`config.mk`:
```
export PLATFORM = sky130hd
export DESIGN_NAME = tbscr_regs
export DESIGN_NICKNAME = d
export VERILOG_FILES = /design/src/tbscr_pkg.sv /design/src/tbscr_gap_timer.sv /design/src/tbscr_regs.sv
export SDC_FILE = /design/constraint.sdc
export NUM_CORES = 1
export LEC_CHECK = 0
export BUFFER_PORTS_ARGS = -buffer_cell sky130_fd_sc_hd__buf_4
export CAP_MARGIN = 20
export CORE_ASPECT_RATIO = 1.5
export CORE_MARGIN = 10
export CORE_UTILIZATION = 51
export CTS_CLUSTER_DIAMETER = 60
export DETAILED_ROUTE_END_ITERATION = 8
export MAX_ROUTING_LAYER = met4
export PLACE_DENSITY_LB_ADDON = 0.15
export SLEW_MARGIN = 20
export SYNTH_ARGS = -nofsm -noshare
export SYNTH_HDL_FRONTEND = slang
export SYNTH_HIERARCHICAL = 1
export SYNTH_SLANG_ARGS = --single-unit
```
`constraint.sdc`:
```
create_clock -name clk -period 2.2 [get_ports clk]
set_input_delay 0.44 -clock clk [delete_from_list [all_inputs] [get_ports clk]]
set_output_delay 0.44 -clock clk [all_outputs]
set_load 0.02 [all_outputs]
```
`src/tbscr_pkg.sv`:
```
// Package: register map, field positions and constants of the 10 Mb/s control block
package tbscr_pkg;

	localparam logic [4:0]  TBSCR_ADDR_TEN_CTRL = 5'h1a;
	localparam logic [4:0]  TBSCR_ADDR_DRV_TEST = 5'h1b;

	// Ten meg control register fields
	localparam int          TBSCR_SERIAL_BIT    = 15;
	localparam int          TBSCR_SQL_LSB       = 9;
	localparam int          TBSCR_LBDIS_BIT     = 8;
	localparam int          TBSCR_LPDIS_BIT     = 7;
	localparam int          TBSCR_FLINK_BIT     = 6;
	localparam int          TBSCR_POL_BIT       = 4;
	localparam int          TBSCR_RSV1_BIT      = 2;
	localparam int          TBSCR_HBDIS_BIT     = 1;
	localparam int          TBSCR_JABDIS_BIT    = 0;
	localparam logic [2:0]  TBSCR_SQL_RST       = 3'h4;
	localparam logic [15:0] TBSCR_CTRL_WMASK    = 16'h8fc7;
	localparam logic [15:0] TBSCR_RSV_ONE_MASK  = 16'h0004;

	// Driver test register fields
	localparam int          TBSCR_ERRCNT_LSB    = 8;
	localparam int          TBSCR_CONT_BIT      = 5;
	localparam int          TBSCR_PATEN_BIT     = 4;
	localparam int          TBSCR_GAP_BIT       = 2;
	localparam int          TBSCR_PATSEL_LSB    = 0;
	localparam logic [7:0]  TBSCR_ERRCNT_MAX    = 8'hff;

	// Gap between test sequences
	localparam int          TBSCR_CLK_MHZ       = 50;
	localparam int          TBSCR_GAP_LONG_US   = 15;
	localparam int          TBSCR_GAP_SHORT_US  = 10;
	localparam int          TBSCR_GAP_LONG_CYC  = TBSCR_GAP_LONG_US * TBSCR_CLK_MHZ;
	localparam int          TBSCR_GAP_SHORT_CYC = TBSCR_GAP_SHORT_US * TBSCR_CLK_MHZ;
	localparam int          TBSCR_GAP_W         = 10;

	typedef enum logic [1:0]
	{
		TBSCR_PAT_DATA_END_OF_PACKET_TYPE_ZERO = 2'b00,
		TBSCR_PAT_DATA_END_OF_PACKET_TYPE_ONE = 2'b01,
		TBSCR_PAT_LINK      = 2'b10,
		TBSCR_PAT_TONE      = 2'b11
	} tbscr_pat_t;

	// Control outputs towards the 10 Mb/s datapath
	typedef struct packed
	{
		logic       serial_if_mode;
		logic [2:0] squelch_sel;
		logic       echo_enable;
		logic       link_pulse_tx_en;
		logic       link_ok_10;
		logic       heartbeat_en;
		logic       jabber_en;
	} tbscr_ten_ctl_t;

	// Self-test and pattern controls
	typedef struct packed
	{
		logic       selftest_continuous;
		logic       driver_pattern_enable;
		tbscr_pat_t driver_pattern_select;
		logic       gap_active;
	} tbscr_test_ctl_t;

endpackage

```
`src/tbscr_gap_timer.sv`:
```
// Gap timer spacing successive common driver test sequences
module tbscr_gap_timer
	import tbscr_pkg::*;
(
	// Clock and reset
	input  wire logic clk,
	input  wire logic rst,
	// Control
	input  wire logic run,
	input  wire logic long_gap,
	input  wire logic seq_done,
	// Status
	output logic      gap_active
);

	logic [TBSCR_GAP_W-1:0] cnt_r;
	logic [TBSCR_GAP_W-1:0] cnt_nxt;
	logic                   act_r;
	logic                   act_nxt;

	always_comb
	begin
		cnt_nxt = cnt_r;
		act_nxt = act_r;
		if (!run)
		begin
			cnt_nxt = '0;
			act_nxt = 1'b0;
		end
		else if (seq_done && !act_r)
		begin
			// Count loaded from gap choice
			cnt_nxt = long_gap ? TBSCR_GAP_W'(TBSCR_GAP_LONG_CYC - 1)
			                   : TBSCR_GAP_W'(TBSCR_GAP_SHORT_CYC - 1);
			act_nxt = 1'b1;
		end
		else if (act_r)
		begin
			if (cnt_r == '0)
				act_nxt = 1'b0;
			else
				cnt_nxt = cnt_r - 1'b1;
		end
	end

	always_ff @(posedge clk)
	begin
		if (rst)
		begin
			cnt_r <= '0;
			act_r <= 1'b0;
		end
		else
		begin
			cnt_r <= cnt_nxt;
			act_r <= act_nxt;
		end
	end

	assign gap_active = act_r;

endmodule // tbscr_gap_timer

```
`src/tbscr_regs.sv`:
```
// 10 Mb/s control register and driver test / self-test extension register
//
// Functional notes
// - Serial mode bit 15 puts 10 Mb/s paths into serial interface mode.
// - Bits 11:9 pick squelch threshold, reset value 100.
// - Half duplex 10 Mb/s echoes transmit to receive unless bit 8 set.
// - Bit 7 set stops normal link pulses.
// - Bit 6 set forces good 10 Mb/s link status.
// - Bit 4 latches inverted polarity; reading this register clears both copies.
// - Bit 1 disables heartbeat; off anyway at 100 Mb/s or full duplex.
// - Bit 0 disables jabber protection in 10 Mb/s operation.
// - Read-only eight-bit errored nibble counter, cleared when self-test restarts.
// - Error counter saturates at its maximum.
// - Bit 5 makes packet self-test transmit continuously.
// - Bit 4 of test register enables driver test patterns.
// - Bit 2 picks 15 us or 10 us gap between test sequences.
// - Bits 1:0 choose data/end_of_packet_type_zero, data/end_of_packet_type_one, link pulses or tone.
// - Self-test pass flag latches each result; clears when self-test stops or a later done reports fail.
module tbscr_regs
	import tbscr_pkg::*;
(
	// Clock and reset
	input  wire logic            clk,
	input  wire logic            rst,
	// Management register access
	input  wire logic [4:0]      reg_addr,
	input  wire logic            reg_wr,
	input  wire logic            reg_rd,
	input  wire logic [15:0]     reg_wdata,
	output logic      [15:0]     reg_rdata,
	output logic      [15:0]     phy_status_polarity,
	// Strap
	input  wire logic            strap_serial,
	// Datapath status
	input  wire logic            polarity_inverted,
	input  wire logic            link_ok_raw,
	input  wire logic            speed_100,
	input  wire logic            full_duplex,
	input  wire logic            phy_status_rd,
	// Self-test
	input  wire logic            selftest_start,
	input  wire logic            selftest_done,
	input  wire logic            selftest_pass,
	input  wire logic            nibble_error,
	output logic                 selftest_pass_flag,
	// Pattern generator
	input  wire logic            pattern_seq_done,
	// Controls
	output tbscr_ten_ctl_t       ten_ctl,
	output tbscr_test_ctl_t      test_ctl
);

	logic [15:0]     ctrl_r;
	logic [15:0]     ctrl_nxt;
	logic            pol_r;
	logic            pol_nxt;
	logic [7:0]      errcnt_r;
	logic [7:0]      errcnt_nxt;
	logic [5:0]      test_r;
	logic [5:0]      test_nxt;
	logic            pass_r;
	logic            pass_nxt;
	logic            start_q_r;
	logic            start_q_nxt;
	logic            strap_done_r;
	logic            strap_done_nxt;
	logic            strap_meta_r;
	logic            strap_sync_r;
	logic            gap_run;
	logic [15:0]     rdata_r;
	logic [15:0]     rdata_nxt;
	tbscr_ten_ctl_t  ten_r;
	tbscr_ten_ctl_t  ten_nxt;
	tbscr_test_ctl_t tst_r;
	tbscr_test_ctl_t tst_nxt;
	logic            gap_act;
	logic            rd_ctrl;

	function automatic logic hit(input logic [4:0] a, input logic [4:0] r);
		return a == r;
	endfunction

	assign rd_ctrl = reg_rd && hit(reg_addr, TBSCR_ADDR_TEN_CTRL);

	// Tone is one unbroken sequence, so it never waits out a gap
	assign gap_run = test_r[TBSCR_PATEN_BIT]
	                 && test_r[TBSCR_PATSEL_LSB +: 2] != TBSCR_PAT_TONE;

	always_comb
	begin
		ctrl_nxt   = ctrl_r;
		pol_nxt    = pol_r;
		errcnt_nxt = errcnt_r;
		test_nxt   = test_r;
		pass_nxt   = pass_r;
		rdata_nxt  = rdata_r;
		start_q_nxt    = selftest_start;
		strap_done_nxt = 1'b1;
		// Strap caught once after reset release
		if (!strap_done_r)
			ctrl_nxt[TBSCR_SERIAL_BIT] = strap_sync_r;
		if (reg_wr && hit(reg_addr, TBSCR_ADDR_TEN_CTRL))
			ctrl_nxt = reg_wdata & TBSCR_CTRL_WMASK;
		if (reg_wr && hit(reg_addr, TBSCR_ADDR_DRV_TEST))
			test_nxt = reg_wdata[5:0];
		// Read clears polarity latch, but a new event wins
		if (rd_ctrl)
			pol_nxt = 1'b0;
		if (polarity_inverted)
			pol_nxt = 1'b1;
		// Restart clears count; saturate at max
		// Clear beats a same-cycle error, so a restart always reads zero
		if (selftest_start && !start_q_r)
			errcnt_nxt = '0;
		else if (selftest_start && nibble_error
		         && errcnt_r != TBSCR_ERRCNT_MAX)
			errcnt_nxt = errcnt_r + 8'h01;
		// Pass flag holds the last done result until self-test stops
		if (!selftest_start)
			pass_nxt = 1'b0;
		else if (selftest_done)
			pass_nxt = selftest_pass;
		if (reg_rd)
		begin
			rdata_nxt = '0;
			if (hit(reg_addr, TBSCR_ADDR_TEN_CTRL))
			begin
				rdata_nxt = ctrl_r | TBSCR_RSV_ONE_MASK;
				rdata_nxt[TBSCR_POL_BIT] = pol_r;
			end
			else if (hit(reg_addr, TBSCR_ADDR_DRV_TEST))
				rdata_nxt = {errcnt_r, 2'b00, test_r};
		end
	end

	always_comb
	begin
		ten_nxt.serial_if_mode   = ctrl_r[TBSCR_SERIAL_BIT];
		ten_nxt.squelch_sel      = ctrl_r[TBSCR_SQL_LSB +: 3];
		// Echo only in 10 Mb/s half duplex
		ten_nxt.echo_enable      = !ctrl_r[TBSCR_LBDIS_BIT]
		                           && !speed_100 && !full_duplex;
		ten_nxt.link_pulse_tx_en = !ctrl_r[TBSCR_LPDIS_BIT];
		ten_nxt.link_ok_10       = ctrl_r[TBSCR_FLINK_BIT]
		                           || link_ok_raw;
		// Heartbeat never at 100 Mb/s or full duplex
		ten_nxt.heartbeat_en     = !ctrl_r[TBSCR_HBDIS_BIT]
		                           && !speed_100 && !full_duplex;
		ten_nxt.jabber_en        = !ctrl_r[TBSCR_JABDIS_BIT]
		                           && !speed_100;
		tst_nxt.selftest_continuous   = test_r[TBSCR_CONT_BIT];
		tst_nxt.driver_pattern_enable = test_r[TBSCR_PATEN_BIT];
		tst_nxt.driver_pattern_select =
			tbscr_pat_t'(test_r[TBSCR_PATSEL_LSB +: 2]);
		tst_nxt.gap_active            = gap_act;
	end

	always_ff @(posedge clk)
	begin
		if (rst)
		begin
			ctrl_r       <= {4'h0, TBSCR_SQL_RST, 9'h000};
			pol_r        <= 1'b0;
			errcnt_r     <= '0;
			test_r       <= '0;
			pass_r       <= 1'b0;
			start_q_r    <= 1'b0;
			strap_done_r <= 1'b0;
			rdata_r      <= '0;
			ten_r        <= '0;
			tst_r        <= '0;
		end
		else
		begin
			ctrl_r       <= ctrl_nxt;
			pol_r        <= pol_nxt;
			errcnt_r     <= errcnt_nxt;
			test_r       <= test_nxt;
			pass_r       <= pass_nxt;
			start_q_r    <= start_q_nxt;
			strap_done_r <= strap_done_nxt;
			rdata_r      <= rdata_nxt;
			ten_r        <= ten_nxt;
			tst_r        <= tst_nxt;
		end
	end

	// Strap pin comes in over two flops; kept out of reset so the
	// pin has settled into the pair by the time reset lets go
	always_ff @(posedge clk)
	begin
		strap_meta_r <= strap_serial;
		strap_sync_r <= strap_meta_r;
	end

	// Gap counter only runs while a sequence pattern is active
	tbscr_gap_timer u_gap
	(
		.clk        (clk),
		.rst        (rst),
		.run        (gap_run),
		.long_gap   (test_r[TBSCR_GAP_BIT]),
		.seq_done   (pattern_seq_done),
		.gap_active (gap_act)
	);

	assign reg_rdata           = rdata_r;
	// Status copy is not cleared by its own read, so the status read
	// strobe is deliberately left unused here
	assign phy_status_polarity = {3'h0, pol_r, 12'h000};
	assign selftest_pass_flag  = pass_r;
	assign ten_ctl             = ten_r;
	assign test_ctl            = tst_r;

endmodule // tbscr_regs

```
==> results.cfg, run 1 <==
[outcome]
status = finished, final reports clean

[sta]
period_share_pct = 78.40
hold_slack_ps = 202.0
slew_headroom_pct = 60.83
skew_ps = 7.262
fin_ws_ps = 475.3
maxSlewViolCount = 0
finalSetupTns_ps = 0
timing.fmax_mhz = 579.8
finalHoldViolations = 0
rsz0062_at_grt = no
setup_viol = 0
period_needed_ps = 1725
worst_slew_pin_slew_ps = 587.0

[synthesis]
synth_area_leaders = dfxtp_1 47%, a21oi_1 5.2%, nand3_1 4.9%
yosys_register_bits = 70
synthFlopType = dfxtp_1
netlist_area_um2 = 2959
avgSynthCellArea_um2 = 9.247
synth.distinct_cells = 53
yosys_warnings = 6
yosysMostFrequentCell = dfxtp_1
ys_async_sr_fraction_pct = 0
yosysSeqAreaShare_pct = 47.36
synth_cells = 320
synth_edf_count = 0
synth_top_area_share_pct = 47.36
ys_top_cells_by_count = 70 x dfxtp_1, 31 x a21oi_1, 29 x nand3_1
yosysTopAreaCell = dfxtp_1

[global_routing]
gr-usage-all-layers_pct = 17.05
grt_pass1_wl_um = 12340
met3_usage_pct = 3.724
overflow = 0
top_usage_layer = met2
grt_max_degree = 27
grt_use_met2_pct = 30.92
antenna_found_initial = 0
met1_usage_pct = 16.68
grt_pass1_vias = 2589

[clock_network]
hold_buffers = 0
cts_tree = yes
clk_pin_slew_ps = 70
post-cts-setup-buffer-count = 0
post_cts_resized = 0
cts_buffer_depth = 2
clock_sinks = 70
htreeDepth = 3
worstSkewPairLatency_ps = 330
root_buffer = clkbuf_8
cts_buffers = 9

[route]
routed_wirelength_um = 7777
drc_errors = 0
final_antenna_net_count = 0
dr.pass1.iters = 4
drtIter0Drc = 150
vias = 2637
wl_per_cell_um = 17.09
vias_per_cell = 5.796

[worst_setup_path]
required_ps = 2480
r2r_cells = 7
critPathLaunchType = flop
crit_path_max_fanout = 4
worst_path_max_delay_cell = dfxtp_1
timing.rr.end = u_gap/cnt_r[4]$_SDFFE_PP0P_
arrival_ps = 2010
r2r_slack_ps = 480
cp_num_buf_inv = 2
cp-end-kind = flop
cpPeakStageDelay_ps = 370
worstReg2RegStart = u_gap/cnt_r[0]$_SDFFE_PP0P_
crit_family = simple AND/OR/NAND/NOR gates
path_cells = inv_1 -> ha_1 -> nor4b_2 -> buf_4 -> and3_1 -> o41ai_1 -> and4_1
critPathKind = reg -> reg

[worst_hold_path]
hold_path_depth = 1
worstHoldEndpoint = strap_meta_r$_DFF_P_
hold_path.startpoint = strap_serial
hold_path_class = in -> reg

[power]
power.leakage_nw = 1.441
ir_drop_v = 0.0005529
power_density_nw_per_um2 = 686.2
finalPower_mw = 2.488

[placed_design]
placed_cell_area_um2 = 3437
gp_congestion = 0.8170
placedCellCount = 440
dp_slack_ps = 500.9
dp_hpwl_um = 5794
io_buffers = 63

[floorplanning]
die_h_um = 113.3
fp.dieW_um = 82.20
floorplan.initialDensity_pct = 53.48
coreArea_um2 = 5533
fp-row-count = 33
ios = 83
die_area_um2 = 9312

[final_layout]
final_util_pct = 65.54
drive_gt1_share_pct = 24.42
antenna_cells = 0
fin_nets = 419
stdcell_area_um2 = 3626
syn2layout_area_growth_pct = 22.54
instances_no_fill = 455
num-fill-cells = 504

[run]
max_cap_viol_count = 0
## sequential cells by signal, indices dropped and copies added (netlist names), 5 cells and up
name,flops
errcnt_r,8
test_r,6
ten_ctl,9
u_gap/cnt_r,10
test_ctl,5
reg_rdata,16
ctrl_r,9
## per-layer routing
metal,vias up,wire length (um)
met5,-,0
met4,0,121
met3,16,367
met2,69,4481
met1,1274,2806
li1,1278,-
## cells by family (layout without fill, tap and decap cells)
group,Yosys count,after routing,synth area share [%]
and+or+nand+nor,109,109,21.65
AOI/OAI and AO/OA,88,88,19.62
DFF,70,70,47.36
buffers and inverters,42,93,7.780
muxes,6,6,2.030
adders and majority gates,2,2,0.8455
xor gates and xnor gates,2,2,0.5921
other,1,15,0.1267
## worst register-to-register path, cell delays in order (launching register included)
cell,delay (ps)
dfxtp_1,370
inv_1,60
ha_1,250
nor4b_2,190
buf_4,160
and3_1,190
o41ai_1,240
and4_1,220
## cell usage in the layout, fill, tap and decap left out, types with 7 or more instances in the layout
cell and instances:
conb_1 15, o21ai_0 16, inv_1 7, a21oi_1 31, nand3_1 29, dfxtp_1 70
nor2_1 18, nor2b_1 14, buf_4 69, clkbuf_8 10, a32oi_1 15
## final cells by class
cell class	instances	area [um^2]	area share, %
clock buffers	11	141.4	3.899
well taps	70	87.58	2.415
clock inverters	4	47.55	1.311
repair buffers	70	538.0	14.84
multi-input cells	222	1380	38.06
inverters	8	30.03	0.8282
flip-flops and latches	70	1401	38.65
## how the worst max path moves through the flow
stage                                           start                     endpoint  slack [ps]  cells after the start
after floorplan           u_gap/cnt_r[0]$_SDFFE_PP0P_  u_gap/cnt_r[1]$_SDFFE_PP0P_         620                      6
after global placement    u_gap/gap_active$_SDFF_PP0_  u_gap/cnt_r[4]$_SDFFE_PP0P_         520                      3
after detailed placement  u_gap/cnt_r[0]$_SDFFE_PP0P_  u_gap/cnt_r[4]$_SDFFE_PP0P_         500                      7
after CTS                 u_gap/cnt_r[0]$_SDFFE_PP0P_  u_gap/cnt_r[4]$_SDFFE_PP0P_         480                      7
after global routing           test_r[4]$_SDFFE_PP0P_  u_gap/cnt_r[3]$_SDFFE_PP0P_         360                      4
final                     u_gap/cnt_r[0]$_SDFFE_PP0P_  u_gap/cnt_r[4]$_SDFFE_PP0P_         480                      7
## report_power, final
part           internal, mW  switching (mW)
sequential             1.28         0.00942
clock                 0.545           0.455
combinational        0.0739           0.121
Note: power is estimated with default switching activity, not from simulation.
==> run 2, diff against run 1 <==
==> constraint.sdc (replaced) <==
create_clock -name clk -period 1.8 [get_ports clk]
set_input_delay 0.36 -clock clk [delete_from_list [all_inputs] [get_ports clk]]
set_output_delay 0.36 -clock clk [all_outputs]
set_load 0.02 [all_outputs]
==> results.cfg, run 2 (same netlist as run 1, synthesis figures left out) <==
[sta]
hold_slack_ps = 121.2
timing.fmax_mhz = 590.1
period_share_pct = 94.14
rsz0062_at_grt = no
slew_headroom_pct = 65.19
skew_ps = 7.033
maxSlewViolCount = 0
finalSetupTns_ps = 0
fin_ws_ps = 105.4
setup_viol = 0
finalHoldViolations = 0
worst_slew_pin_slew_ps = 518.2
period_needed_ps = 1695

[floorplanning]
floorplan.initialDensity_pct = 53.48
fp-row-count = 33
coreArea_um2 = 5533
ios = 83
die_area_um2 = 9312
die_h_um = 113.3
fp.dieW_um = 82.20

[clock_network]
worstSkewPairLatency_ps = 340
clk_pin_slew_ps = 70
cts_buffers = 9
root_buffer = clkbuf_8
cts_tree = yes
htreeDepth = 3
clock_sinks = 70
cts_buffer_depth = 2
post_cts_resized = 0
post-cts-setup-buffer-count = 0
hold_buffers = 0

[power]
combPwrFrac_pct = 7.7
switching_share_pct = 22.16
ir_drop_v = 0.0005146
p_seq_share_pct = 49.6
power_density_nw_per_um2 = 861.4
power.leakage_nw = 1.488
p_clk_share_pct = 42.7
power.internal_mw = 2.479
p_switching_mw = 0.7058

[final_layout]
num-fill-cells = 497
mostFrequentLayoutCell = buf_4
layout_common_cells = 75 x buf_4, 70 x dfxtp_1, 31 x a21oi_1
largest_reg_flops = 16
antenna_cells = 0
instances_no_fill = 462
syn2layout_area_growth_pct = 24.95
fin_nets = 425
drive_gt1_share_pct = 25.51

[worst_setup_path]
critPathLaunchType = flop
arrival_ps = 1930
cp-end-kind = flop
crit_path_max_fanout = 4
worst_path_max_delay_cell = or4b_2
critPathKind = reg -> reg
required_ps = 2040
path_cells = inv_1 -> ha_1 -> nand2_1 -> or4b_2 -> and4_1
cpPeakStageDelay_ps = 630

[route]
final_antenna_net_count = 0
dr.pass1.iters = 4
vias_per_cell = 5.669
drtIter0Drc = 164
vias = 2619
wl_per_cell_um = 17.02
routed_wirelength_um = 7863
drc_errors = 0

[placed_design]
io_buffers = 63
gp_congestion = 0.8466
placedCellCount = 446
dp_hpwl_um = 5817
dp_slack_ps = 141.4

[global_routing]
grt_pass1_vias = 2675
grt_max_degree = 29
gr-usage-all-layers_pct = 17.78
grt_pass1_wl_um = 12740
overflow = 0
antenna_found_initial = 0

[run]
max_cap_viol_count = 0

[worst_hold_path]
hold_path_class = in -> reg

[outcome]
status = finished, final reports clean
## run 2: cell types whose count changed in the layout (fill, tap and decap cells not counted)
cell,change
buf_4,+6
bufinv_16,+1
clkbuf_1,+1
clkinvlp_4,-1
## run 2: worst max-delay path: cells and delay by family, from the launching register on
| family | cells | cell delay (ps) |
|---|---|---|
| flip-flops | 1 | 320 |
| buffers and inverters | 1 | 80 |
| adder cells (fa/ha/maj) | 1 | 230 |
| AND/OR/NAND/NOR | 3 | 960 |
## run 2: area by class of cell
cell class | count | area [um^2] | area share [%]
flip-flops and latches | 70 | 1401 | 37.90
inverters | 8 | 30.03 | 0.8122
well taps | 70 | 87.58 | 2.369
repair buffers | 76 | 583.1 | 15.77
clock buffers | 12 | 145.1 | 3.926
clock inverters | 4 | 70.07 | 1.895
multi-input cells | 222 | 1380 | 37.33
## run 2: power by group through the flow
stage	Sequential, mW	Clock, mW	Combinational (mW)
after floorplan	1.63	0	0.144
after global placement	1.62	0	0.239
after detailed placement	1.62	0	0.242
after CTS	1.58	1.38	0.243
after global routing	1.58	1.45	0.266
final	1.58	1.36	0.244
## run 2: worst paths after layout
check / cells past startpoint / slack, ps / to / startpoint
hold reg to reg: 0 / 330 / strap_sync_r$_DFF_P_ / strap_meta_r$_DFF_P_
hold / removal: 1 / 120 / strap_meta_r$_DFF_P_ / strap_serial
setup reg to reg: 5 / 110 / u_gap/cnt_r[4]$_SDFFE_PP0P_ / u_gap/cnt_r[1]$_SDFFE_PP0P_
setup / recovery: 5 / 110 / u_gap/cnt_r[4]$_SDFFE_PP0P_ / u_gap/cnt_r[1]$_SDFFE_PP0P_
## run 2: metal layers
metal | part of all wire [%] | vias up | track usage, %
met2 | 58 | 54 | 32.54
met3 | 3.6 | 15 | 3.566
li1 | - | 1291 | -
met4 | 2.2 | 0 | 8.087
met5 | 0 | - | -
met1 | 36 | 1259 | 16.89
## run 2: stage by stage
stage | total power, mW | util [%] | instance area [um^2]
2_1_floorplan | 1.770 | - | 3012
3_3_place_gp | 1.855 | 62.94 | 3482
3_5_place_dp | 1.858 | 62.94 | 3482
4_1_cts | 3.207 | 66.83 | 3697
5_1_grt | 3.301 | 66.83 | 3697
6_report | 3.185 | 66.83 | 3697
